File: src/verilog/stm_pkg.sv
// Package of register offsets, field positions and codes for the standard timer
`default_nettype none
package stm_pkg;
	// ************************************************************
	// Register map (byte addresses, one aligned word each)
	// ************************************************************
	localparam logic [7:0] OFS_CTRL0    = 8'h00;
	localparam logic [7:0] OFS_CTRL1    = 8'h04;
	localparam logic [7:0] OFS_CNT_LO   = 8'h08;
	localparam logic [7:0] OFS_CNT_HI   = 8'h0C;
	localparam logic [7:0] OFS_CMPA_LO  = 8'h10;
	localparam logic [7:0] OFS_CMPA_HI  = 8'h14;
	localparam logic [7:0] OFS_CMPP     = 8'h18;
	localparam logic [7:0] OFS_FLAGS    = 8'h1C;
	// ************************************************************
	// Field positions
	// ************************************************************
	localparam int C0_PAUSE  = 7;
	localparam int C0_CK_LO  = 4;
	localparam int C0_ON     = 3;
	localparam int C1_MODE_LO = 6;
	localparam int C1_PF_LO  = 4;
	localparam int C1_OC     = 3;
	localparam int C1_POL    = 2;
	localparam int C1_DPX    = 1;
	localparam int C1_CCLR   = 0;
	localparam int FL_A      = 0;
	localparam int FL_P      = 1;
	localparam logic [7:0] C0_MASK   = 8'hF8;
	localparam logic [7:0] REG_RESET = 8'h00;
	// ************************************************************
	// Codes
	// ************************************************************
	localparam logic [1:0] MODE_CMP = 2'h0;
	localparam logic [1:0] MODE_CAP = 2'h1;
	localparam logic [1:0] MODE_PWM = 2'h2;
	localparam logic [1:0] MODE_TMR = 2'h3;
	localparam logic [1:0] PF_00    = 2'h0;
	localparam logic [1:0] PF_01    = 2'h1;
	localparam logic [1:0] PF_10    = 2'h2;
	localparam logic [1:0] PF_11    = 2'h3;
	localparam logic [2:0] CK_SYS4  = 3'h0;
	localparam logic [2:0] CK_SYS   = 3'h1;
	localparam logic [2:0] CK_H16   = 3'h2;
	localparam logic [2:0] CK_H64   = 3'h3;
	localparam logic [2:0] CK_SUBA  = 3'h4;
	localparam logic [2:0] CK_SUBB  = 3'h5;
	localparam logic [2:0] CK_EXTR  = 3'h6;
	localparam logic [2:0] CK_EXTF  = 3'h7;
	localparam logic [5:0] DIV4_LAST  = 6'h03;
	localparam logic [5:0] DIV16_LAST = 6'h0F;
	localparam logic [5:0] DIV64_LAST = 6'h3F;
	// Single pulse sequencer states
	typedef enum logic [1:0] {
		SP_IDLE = 2'b01,
		SP_HIGH = 2'b10
	} stm_sp_t;
endpackage : stm_pkg
`default_nettype wire

File: src/verilog/stm_timer.sv
// Standard 16-bit timer: APB registers, counter, comparators and output pin
`default_nettype none
module stm_timer (
	input  wire logic        pclk,
	input  wire logic        presetn,
	input  wire logic        psel,
	input  wire logic        penable,
	input  wire logic        pwrite,
	input  wire logic [7:0]  paddr,
	input  wire logic [31:0] pwdata,
	output logic      [31:0] prdata,
	output logic             pready,
	output logic             pslverr,
	input  wire logic        high_clock_tick,
	input  wire logic        sub_clock,
	input  wire logic        external_clock_pin,
	input  wire logic        capture_input_pin,
	output logic             compare_output_pin,
	output logic             compare_output_oe,
	output logic             compare_a_flag,
	output logic             compare_p_flag,
	output logic             low_power
);
	import stm_pkg::*;

	// ************************************************************
	// Registers and decode
	// ************************************************************
	logic [7:0]  ctrl0_ff;
	logic [7:0]  ctrl1_ff;
	logic [15:0] cmpa_ff;
	logic [7:0]  cmpp_ff;
	logic [15:0] count_ff;
	logic [15:0] capt_ff;
	logic        flag_a_ff;
	logic        flag_p_ff;
	logic        on_d_ff;
	logic        out_ff;
	logic [5:0]  div_ff;
	logic [2:0]  ext_sync_ff;
	logic [2:0]  cap_sync_ff;
	logic [2:0]  sub_sync_ff;
	stm_sp_t     sp_ff;

	logic        wr_en;
	logic        on_bit;
	logic        on_rise;
	logic [1:0]  mode;
	logic [1:0]  pfun;
	logic        tick;
	logic        match_a;
	logic        match_p;
	logic        clr_cnt;
	logic        pwm_lvl;
	logic        cap_evt;
	logic        raw_out;

	// Register address match
	function automatic logic hit(input logic [7:0] a, input logic [7:0] ofs);
		return a == ofs;
	endfunction : hit

	assign wr_en   = psel && penable && pwrite;
	assign on_bit  = ctrl0_ff[C0_ON];
	assign on_rise = on_bit && !on_d_ff;
	assign mode    = ctrl1_ff[C1_MODE_LO +: 2];
	assign pfun    = ctrl1_ff[C1_PF_LO +: 2];
	assign pready  = 1'b1;
	assign pslverr = 1'b0;
	assign low_power = !on_bit;

	// ************************************************************
	// Pin synchronisers
	// ************************************************************
	// Two stages, then a third stage for edge detection
	always_ff @(posedge pclk or negedge presetn) begin
		if (!presetn) begin
			ext_sync_ff <= 3'h0;
			cap_sync_ff <= 3'h0;
			sub_sync_ff <= 3'h0;
		end else begin
			ext_sync_ff <= {ext_sync_ff[1:0], external_clock_pin};
			cap_sync_ff <= {cap_sync_ff[1:0], capture_input_pin};
			sub_sync_ff <= {sub_sync_ff[1:0], sub_clock};
		end
	end

	// ************************************************************
	// Register writes
	// ************************************************************
	always_ff @(posedge pclk or negedge presetn) begin
		if (!presetn) begin
			ctrl0_ff <= REG_RESET;
			ctrl1_ff <= REG_RESET;
			cmpa_ff  <= 16'h0000;
			cmpp_ff  <= REG_RESET;
		end else begin
			if (wr_en) begin
				if (hit(paddr, OFS_CTRL0))
					ctrl0_ff <= pwdata[7:0] & C0_MASK;
				if (hit(paddr, OFS_CTRL1))
					ctrl1_ff <= pwdata[7:0];
				if (hit(paddr, OFS_CMPA_LO))
					cmpa_ff[7:0] <= pwdata[7:0];
				if (hit(paddr, OFS_CMPA_HI))
					cmpa_ff[15:8] <= pwdata[7:0];
				if (hit(paddr, OFS_CMPP))
					cmpp_ff <= pwdata[7:0];
			end
			// Hardware end of a single pulse wins over a same-cycle write
			if (sp_ff == SP_HIGH && match_a && mode == MODE_PWM && pfun == PF_11)
				ctrl0_ff[C0_ON] <= 1'b0;
		end
	end

	// Read mux; unmapped addresses read zero
	always_comb begin
		prdata = 32'h0000_0000;
		unique case (1'b1)
			hit(paddr, OFS_CTRL0):   prdata[7:0] = ctrl0_ff;
			hit(paddr, OFS_CTRL1):   prdata[7:0] = ctrl1_ff;
			hit(paddr, OFS_CNT_LO):  prdata[7:0] = count_ff[7:0];
			hit(paddr, OFS_CNT_HI):  prdata[7:0] = count_ff[15:8];
			hit(paddr, OFS_CMPA_LO): prdata[7:0] = cmpa_ff[7:0];
			hit(paddr, OFS_CMPA_HI): prdata[7:0] = cmpa_ff[15:8];
			hit(paddr, OFS_CMPP):    prdata[7:0] = cmpp_ff;
			hit(paddr, OFS_FLAGS):   prdata[15:0] = capt_ff;
			default:                 prdata = 32'h0000_0000;
		endcase
	end

	// ************************************************************
	// Count clock selection
	// ************************************************************
	always_ff @(posedge pclk or negedge presetn) begin
		if (!presetn)
			div_ff <= 6'h00;
		else
			div_ff <= div_ff + 6'h01;
	end

	// One count tick per selected source event
	always_comb begin
		unique case (ctrl0_ff[C0_CK_LO +: 3])
			CK_SYS4: tick = (div_ff[1:0] == DIV4_LAST[1:0]);
			CK_SYS:  tick = 1'b1;
			CK_H16:  tick = high_clock_tick && (div_ff[3:0] == DIV16_LAST[3:0]);
			CK_H64:  tick = high_clock_tick && (div_ff == DIV64_LAST);
			CK_SUBA, CK_SUBB: tick = sub_sync_ff[1] && !sub_sync_ff[2];
			CK_EXTR: tick = ext_sync_ff[1] && !ext_sync_ff[2];
			CK_EXTF: tick = !ext_sync_ff[1] && ext_sync_ff[2];
		endcase
	end

	// ************************************************************
	// Comparators and counter
	// ************************************************************
	assign match_a = tick && (count_ff == cmpa_ff);
	assign match_p = tick && (cmpp_ff == 8'h00 ? count_ff == 16'hFFFF
		: count_ff == {cmpp_ff, 8'hFF});
	// Clear source by mode and selects
	always_comb begin
		if (mode == MODE_PWM)
			clr_cnt = ctrl1_ff[C1_DPX] ? match_a : match_p;
		else if (mode == MODE_CAP)
			clr_cnt = match_p && cmpp_ff == 8'h00;
		else
			clr_cnt = ctrl1_ff[C1_CCLR] ? match_a : match_p;
	end

	always_ff @(posedge pclk or negedge presetn) begin
		if (!presetn) begin
			count_ff <= 16'h0000;
			on_d_ff  <= 1'b0;
		end else begin
			on_d_ff <= on_bit;
			if (on_rise)
				count_ff <= 16'h0000;
			else if (on_bit && !ctrl0_ff[C0_PAUSE] && tick)
				count_ff <= clr_cnt ? 16'h0000 : count_ff + 16'h0001;
		end
	end

	// Match flags, sticky until written one; set wins
	always_ff @(posedge pclk or negedge presetn) begin
		if (!presetn) begin
			flag_a_ff <= 1'b0;
			flag_p_ff <= 1'b0;
		end else begin
			if (on_bit && !ctrl0_ff[C0_PAUSE] && match_a)
				flag_a_ff <= 1'b1;
			else if (wr_en && hit(paddr, OFS_FLAGS) && pwdata[16 + FL_A])
				flag_a_ff <= 1'b0;
			if (on_bit && !ctrl0_ff[C0_PAUSE] && match_p
				&& !((mode == MODE_CMP || mode == MODE_TMR) && ctrl1_ff[C1_CCLR]))
				flag_p_ff <= 1'b1;
			else if (wr_en && hit(paddr, OFS_FLAGS) && pwdata[16 + FL_P])
				flag_p_ff <= 1'b0;
		end
	end
	assign compare_a_flag = flag_a_ff;
	assign compare_p_flag = flag_p_ff;

	// ************************************************************
	// Capture
	// ************************************************************
	always_comb begin
		unique case (pfun)
			PF_00: cap_evt = cap_sync_ff[1] && !cap_sync_ff[2];
			PF_01: cap_evt = !cap_sync_ff[1] && cap_sync_ff[2];
			PF_10: cap_evt = cap_sync_ff[1] != cap_sync_ff[2];
			PF_11: cap_evt = 1'b0;
		endcase
	end

	always_ff @(posedge pclk or negedge presetn) begin
		if (!presetn)
			capt_ff <= 16'h0000;
		else if (mode == MODE_CAP && on_bit && cap_evt)
			capt_ff <= count_ff;
	end

	// ************************************************************
	// Output pin
	// ************************************************************
	// PWM active while count below duty value
	always_comb begin
		if (ctrl1_ff[C1_DPX])
			pwm_lvl = (cmpp_ff == 8'h00) || (count_ff < {cmpp_ff, 8'h00});
		else
			pwm_lvl = count_ff < cmpa_ff;
	end

	// Single pulse sequencer
	always_ff @(posedge pclk or negedge presetn) begin
		if (!presetn)
			sp_ff <= SP_IDLE;
		else begin
			unique case (sp_ff)
				SP_IDLE: if (on_rise) sp_ff <= SP_HIGH;
				SP_HIGH: if (!on_bit || match_a) sp_ff <= SP_IDLE;
			endcase
		end
	end

	// Compare mode level register
	always_ff @(posedge pclk or negedge presetn) begin
		if (!presetn)
			out_ff <= 1'b0;
		else if (on_rise)
			out_ff <= ctrl1_ff[C1_OC];
		else if (mode == MODE_CMP && on_bit && !ctrl0_ff[C0_PAUSE] && match_a) begin
			unique case (pfun)
				PF_00: out_ff <= out_ff;
				PF_01: out_ff <= 1'b0;
				PF_10: out_ff <= 1'b1;
				PF_11: out_ff <= !out_ff;
			endcase
		end
	end

	// Level before polarity, per mode
	always_comb begin
		raw_out = out_ff;
		if (mode == MODE_PWM) begin
			unique case (pfun)
				PF_00: raw_out = !ctrl1_ff[C1_OC];
				PF_01: raw_out = ctrl1_ff[C1_OC];
				PF_10: raw_out = (on_bit && pwm_lvl) == ctrl1_ff[C1_OC];
				PF_11: raw_out = (sp_ff == SP_HIGH) == ctrl1_ff[C1_OC];
			endcase
		end
	end

	assign compare_output_pin = (mode == MODE_TMR) ? 1'b0 : raw_out ^ ctrl1_ff[C1_POL];
	assign compare_output_oe  = (mode == MODE_CMP) || (mode == MODE_PWM);
endmodule : stm_timer
`default_nettype wire

File: config.mk
export PLATFORM = sky130hd
export DESIGN_NAME = stm_timer
export DESIGN_NICKNAME = d
export VERILOG_FILES = /design/src/verilog/stm_pkg.sv /design/src/verilog/stm_timer.sv
export SDC_FILE = /design/constraint.sdc
export NUM_CORES = 1
export LEC_CHECK = 0
export BUFFER_PORTS_ARGS = -buffer_cell sky130_fd_sc_hd__buf_4
export CORE_UTILIZATION = 50
export CTS_BUF_LIST = sky130_fd_sc_hd__clkbuf_8 sky130_fd_sc_hd__clkbuf_16
export CTS_CLUSTER_DIAMETER = 100
export CTS_CLUSTER_SIZE = 8
export DETAILED_ROUTE_END_ITERATION = 10
export PLACE_DENSITY = 0.83
export SLEW_MARGIN = 40
export SYNTH_ARGS = -nofsm -noshare
export SYNTH_HDL_FRONTEND = slang
export SYNTH_SLANG_ARGS = --single-unit
File: constraint.sdc
create_clock -name pclk -period 4.7 [get_ports pclk]
set_clock_uncertainty 0.15 [all_clocks]
set_input_delay 0.94 -clock pclk [delete_from_list [all_inputs] [get_ports pclk]]
set_output_delay 0.94 -clock pclk [all_outputs]
set_load 0.01 [all_outputs]
==> results of run 1 <==
-- kinds of logic after synthesis --
logic type / after synthesis / synth area share [%]
muxes: 38 / 7.78
xor gates and xnor gates: 6 / 0.958
and+or+nand+nor: 174 / 17.6
DFF: 90 / 41.1
other: 2 / 0.137
buffers and inverters: 85 / 8.49
adders and majority gates: 31 / 7.07
AOI/OAI and AO/OA: 124 / 16.9
-- power by group through the flow --
stage | clock network (W) | registers (W) | logic (W)
3_3_place_gp | 0 | 0.000831 | 0.000116
6_report | 0.000619 | 0.000817 | 0.000122
4_1_cts | 0.000626 | 0.000817 | 0.000122
5_1_grt | 0.000654 | 0.000820 | 0.000137
3_5_place_dp | 0 | 0.000832 | 0.000121
2_1_floorplan | 0 | 0.000824 | 0.0000796
-- layer usage --
layer / vias to the layer above / global-route usage, % / part of all wire (%)
met4: 0 / 11.5 / 3.4
met2: 217 / 41.7 / 47
met3: 42 / 5.84 / 6.8
li1: 2080 / - / -
met1: 2202 / 34.7 / 42
met5: - / 0 / 0
-- area by class of cell --
type / count / area [µm²] / share of cell area [%]
multi-input combinational: 391 / 2830 / 46.7
clock inverter: 5 / 85.1 / 1.40
tap: 136 / 170 / 2.81
clock buffer: 11 / 151 / 2.50
inverter: 43 / 161 / 2.66
sequential: 90 / 2250 / 37.2
timing repair buffer: 54 / 409 / 6.75
-- state kept, by name, summed over array words and instances (netlist names) --
signal	count
cap_sync_ff	3
ctrl1_ff	8
ext_sync_ff	3
cmpp_ff	8
out_ff	1
cmpa_ff	16
sp_ff	2
compare_p_flag	1
capt_ff	16
div_ff	6
compare_a_flag	1
on_d_ff	1
ctrl0_ff	5
sub_sync_ff	3
count_ff	16
-- metrics by stage --
stage | instance area (µm²) | cells | total power (W) | hold WS, ns
floorplan | 5550 | 566 | 0.000904 | 0.181
global placement | 5820 | 714 | 0.000947 | 0.184
detailed placement | 5820 | 714 | 0.000953 | 0.185
CTS | 6060 | 730 | 0.00156 | 0.205
global route | 6060 | 730 | 0.00161 | 0.210
finish | 6060 | 730 | 0.00156 | 0.203
-- final timing paths --
check / endpoint
max: compare_output_pin
min: ext_sync_ff[1]$_DFF_PN0_
max reg2reg: count_ff[10]$_DFFE_PN0P_
min reg2reg: ext_sync_ff[1]$_DFF_PN0_
max in group asynchronous: cmpa_ff[15]$_DFFE_PN0P_
min in group asynchronous: sub_sync_ff[1]$_DFF_PN0_
-- placed cells by master (no fill, tap or decap), types with 3 or more instances in the layout --
cell      count
nand3_1      24
nor3_1        6
nand2_1      45
o21ai_1       4
conb_1       18
o21ai_0      26
inv_1        43
a31oi_1      16
and2_1        9
ha_1         31
a22oi_1      20
nor2_2        3
mux2_2       37
nand4b_1     11
a41oi_1       9
nor3_2        3
a222oi_1      5
xnor2_1       4
a211oi_1      7
o211ai_1      4
a21oi_1       5
a21o_1        3
nor2_1       21
clkbuf_8     11
and4_1        3
nand2b_1      4
nand4_1      14
and3_1        8
buf_4        53
dfrtp_1      89
a221oi_1      4
a22o_1        4
nor4_1        5
==> impl_results.md, run 1 <==
* Layout Utilization at slightly below 60%
* Clock Sinks at 90
* Crit. End Element: output pin
* WP buf/inv at 1
* Hold/Removal Path Class: reg -> reg
* Antenna Nets Post-Route at 0
* Flop2flop setup slack at 1.25 ns
* IO Pins at 88
* Crit path max-delay family: compound AO/OA/AOI/OAI gates
* Share of cells above drive strength 1 at approximately 22%
* Crit path cell chain: ha_1 > and3_1 > a221oi_1 > o21ai_0 > a211oi_1 > nor4_1 > o31a_1 > nor3_1 > buf_4
* Minimum clock period after layout at 4.35 ns
* Fill count at 888
* Max Freq at roughly 230 MHz
* Hold buffer count at cts at 0
* DP Worst Slack at between 0.6 and 0.7 ns
* Core ar. at ~10000 µm²
* Synth top area share at a little over 40%
* Worst flop-to-flop path startpoint: count_ff[15]$_DFFE_PN0P_
* Combinational share of power at under 10%
* Most numerous cell in the Yosys netlist: dfrtp_1
* Beginning of the critical path: count_ff[15]$_DFFE_PN0P_
* Port bufs at 47
* DR WL/cell at between 15 and 20 µm
* RSZ-0062 raised after global routing: false
* Largest cells by area after synthesis: dfrtp_1 41%, mux2_2 7.6%, ha_1 7.1%
* Final worst slack at about 0.35 ns
* Die X-Extent at 107 µm
* Clock slew at reported path FFs at about 0.10 ns
* Post-synth EDFFs at 0
* Clock network power share at between 30% and 40%
* CP Data Required Time at roughly 3.6 ns
* Pin count of the biggest net entering global routing at 67
* CTS Root Buffer Type: clkbuf_8
* Dominant synthesized flop cell: dfrtp_1
* Fin nets at 669
* Seq/Total Area, Yosys at slightly above 40%
* Critical path startpoint category: register
* DPL Wire Length at 10300 µm
* Slowest stage delay, CP at a little over 0.6 ns
* Post-synth top cells: 89 x dfrtp_1, 45 x nand2_1, 43 x inv_1
* R2R depth at 8
* Num rows at 37
* Post-Syn Area at ~5500 µm²
* Starting Density at between 50% and 60%
* Die Y at 107 µm
* Ant diodes at 0
* Initial antenna violation count at 0
* P&R area growth vs syn at 10.5%
* Yosys top cell by area: dfrtp_1
* Final setup viols at 0
* Leak at ~2.8 nW
* Total global-route track usage at around a quarter
* Final Slew Violations at 0
* CP max FO at 10
* Max Cap Viol at 0
* Sum Neg Setup Slack at 0 ns
* Cell-internal power at 0.00118 W
* PD cells at ~260 nW/µm²
* Via count of the routed design at roughly 4500
* Measured slew at the worst slew-check pin at about 0.85 ns
* Final Routed Wirelength at between 10000 and 15000 µm
* Final Cycle Share at between 90% and 100%
* CTS Buffer Depth at 2
* Max H-tree Level at 3
* Outcome: finished clean
* Final Hold Fails at 0
* First-pass GRT wire length at around 23000 µm
* CP arrival at 3.26 ns
* Drt drc at 0
* TritonCTS Buffers at 9
* Max VDD drop at 0.199 mV
* CTS tree: built
* CP max stage cell: dfrtp_1
* Min-delay src: ext_sync_ff[0]$_DFF_PN0_
* WS Path Type: reg -> out
* Rel. slew slack at 43.3%
* YS warnings at 0
* Switching pwr at approximately 0.00038 W
* Cells after Synth at 550
* Die area at 11400 µm²
* Via/cell ratio at slightly above 6
* Post-cts sizing count at 0
* #FFs+latches synth at 90
* Async set-reset flop share out of synthesis at 100%
* WP depth at 9
* Vias in the first global route at 4421
* Grt ovf at 0
* Drt pass-1 iters at 5
* Routability congestion estimate at 1.01
* Initial detailed-routing violation count at between 400 and 500
* Sequential Power Share at about 52%
* Clk Latency, worst-skew pair at around 0.38 ns
* Hold depth at 0
* Post-CTS setup buffer count at 0
* Post-synthesis cell type count at 68
* Avg Cell Area, Syn at ~10 µm²
* Switch share at between 20% and 30%
(Power assumes the default switching activity.)
==> inputs of run 2 (changes only) <==
ABC_AREA = 1   (was default)
==> run 2 against run 1 <==
  * Worst hold slack better by 0.0057 ns
  * Routed wire length is 0.11% lower
  * Sequential power grew 4.5%
  * Non-clock buffer count decreased by 5
  * Die area fell by 0.21%
  * Global-route usage is 0.60 points higher
  * Clock power shrank 12%
  * Combinational power grew to 2.6 times the previous value
  * Via count rose by 9.3%
  * Cell area grew 0.54%
  * Critical path type is now in -> out
  * Register-to-register slack better by 0.78 ns
  * Fmax is 15% higher
  * Largest power group unchanged
==> impl_results.md, run 2 <==
* Outcome: finished clean
* Crit-path most repeated cell: buf_4
* Post-cts sizing count at 0
* CP Data Required Time at 3.61 ns
* Min-delay src: ext_sync_ff[0]$_DFF_PN0_
* Seq/Total Area, Yosys at between 40% and 50%
* DPL Wire Length at roughly 10000 µm
* Leak at slightly above 3 nW
* Dominant synthesized flop cell: dfrtp_1
* Final setup viols at 0
* Most numerous cell in the Yosys netlist: nand2_1
* Starting Density at between 50% and 60%
* TritonCTS Buffers at 9
* Final Hold Fails at 0
* WP buf/inv at 4
* Hold depth at 0
* Hold Path Sink: ext_sync_ff[1]$_DFF_PN0_
* Clock Sinks at 90
* YS warnings at 0
* CP arrival at 2.70 ns
* Grt ovf at 0
* Clk Latency, worst-skew pair at ~0.38 ns
* Initial detailed-routing violation count at 492
* Max H-tree Level at 3
* CP max stage cell: a221oi_1
* Share of cells above drive strength 1 at between 10% and 20%
* Hold buffer count at cts at 0
* WS Path Type: in -> out
* Worst flop-to-flop path startpoint: div_ff[0]$_DFF_PN0_
* Max Cap Viol at 0
* Rel. slew slack at 56.5%
* Crit. End Element: output pin
* RSZ-0062 raised after global routing: false
* Final Slew Violations at 0
* IO Pins at slightly below 90
* Max Freq at about 260 MHz
* Measured slew at the worst slew-check pin at between 0.6 and 0.7 ns
* Total power at between 0.0015 and 0.002 W
* Synth top area share at about two fifths
* DR WL/cell at about 16 µm
* Total global-route track usage at a little over a quarter
* Fill count at about 980
* Sum Neg Setup Slack at 0 ns
* Max VDD drop at approximately 0.17 mV
* Post-synth EDFFs at 0
* CP max FO at 10
* Drt drc at 0
* Clock slew at reported path FFs at between 0.1 and 0.15 ns
* Most frequent cells in the layout: 190 x nand2_1, 111 x inv_1, 89 x dfrtp_1
* CTS Buffer Depth at 2
* Worst r2r dst: count_ff[15]$_DFFE_PN0P_
* Antenna Nets Post-Route at 0
* Cells after Synth at about 710
* First-pass GRT wire length at around 24000 µm
* Final Cycle Share at 80.7%
* Core ar. at 10500 µm²
* Via count of the routed design at roughly 5000
* Avg Cell Area, Syn at roughly 7.7 µm²
* Post-CTS setup buffer count at 0
* Via/cell ratio at about 5.5
* Routability congestion estimate at ~1
* Die Y at approximately 110 µm
* Crit path cell chain: buf_4 > nor2_1 > inv_1 > nor3_1 > nand2_1 > clkinv_1 > a221oi_1 > o2111ai_1 > buf_4
* Die area at approximately 11000 µm²
* Async set-reset flop share out of synthesis at 100%
* Final Routed Wirelength at ~14000 µm
* Slowest stage delay, CP at ~0.43 ns
* R2R depth at 11
* Minimum clock period after layout at 3.79 ns
* Biggest regs: capt_ff: 16 flops, cmpa_ff: 16 flops, count_ff: 16 flops
* Drt pass-1 iters at 5
* Most common cell after layout, fill and taps aside: nand2_1
* Pin count of the biggest net entering global routing at 67
* PD cells at 281 nW/µm²
* Post-Syn Area at about 5500 µm²
* Die X-Extent at 107 µm
* Flop2flop setup slack at just over 2 ns
* Port bufs at 47
* Post-synthesis cell type count at 38
* Yosys top cell by area: dfrtp_1
* #FFs+latches synth at 90
* Initial antenna violation count at 0
* DP Worst Slack at 0.974 ns
* Crit path max-delay family: buffers and inverters
* Fin nets at around 840
* Hold/Removal Path Class: reg -> reg
* CTS tree: built
* Largest cells by area after synthesis: dfrtp_1 41%, nand2_1 13%, inv_1 7.6%
* Final worst slack at slightly above 0.9 ns
* Ant diodes at 0
* P&R area growth vs syn at 11.3%
* Num rows at 37
* Critical path startpoint category: input pin
* CTS Root Buffer Type: clkbuf_8
* Vias in the first global route at between 4000 and 5000
* Post-synth top cells: 190 x nand2_1, 111 x inv_1, 89 x dfrtp_1
run 2: cell types whose count changed after synthesis, moves of 14 or more:
cell	delta
nor2_1	+20
a22oi_1	-20
inv_1	+68
a31oi_1	-16
mux2_2	-37
a21oi_1	+14
nand2_1	+145
o21ai_0	+36
xor2_1	+14
run 2: logic make-up (layout without fill, tap and decap cells):
kind of cell / after synthesis / after routing / synth area share (%)
AO/OA/AOI/OAI: 121 / 121 / 12.8
XOR/XNOR: 17 / 17 / 2.86
adder cells (fa/ha/maj): 31 / 31 / 7.09
buffers and inverters: 147 / 183 / 11.7
flip-flops: 90 / 90 / 41.2
other: 2 / 18 / 0.137
AND/OR/NAND/NOR: 304 / 304 / 24.3
run 2: cell type report:
class,instances,area (µm²),area share [%]
multi-input combinational,491,2650,43.5
sequential,90,2250,37.0
inverter,118,443,7.27
timing repair buffer,49,372,6.10
tap,136,170,2.79
clock buffer,9,124,2.03
clock inverter,7,83.8,1.38
run 2: worst max-delay path by stage:
stage,from,cells past startpoint,end,slack (ns)
after floorplan,paddr[1],9,prdata[2],1.58
after global placement,paddr[1],11,prdata[2],1.02
after detailed placement,paddr[1],9,prdata[5],0.97
after CTS,paddr[1],9,prdata[5],0.91
after global routing,paddr[1],9,prdata[5],0.80
final,paddr[1],9,prdata[5],0.91
run 2: metal layers:
layer	share of wire [%]	global-route usage, %	vias up
met2	44	40.0	250
li1	-	-	2383
met4	3.2	9.49	0
met5	0	0	-
met1	44	39.0	2298
met3	9.5	5.41	31
run 2: per-stage QoR:
stage               utilization [%]  instance area (µm²)  hold WS [ns]  instances
global route                   58.3                 6090         0.223        900
CTS                            58.2                 6090         0.211        900
global placement               56.2                 5880         0.181        884
detailed placement             56.2                 5880         0.186        884
finish                         58.3                 6090         0.209        900
floorplan                         -                 5530         0.181        728
run 2: power by group:
| group | switching [W] | internal, W | leakage (nW) |
|---|---|---|---|
| registers | 0.0000438 | 0.000811 | 1.19 |
| clock network | 0.000328 | 0.000214 | 0.105 |
| logic | 0.000206 | 0.000110 | 1.78 |
| total | 0.000578 | 0.00113 | 3.07 |
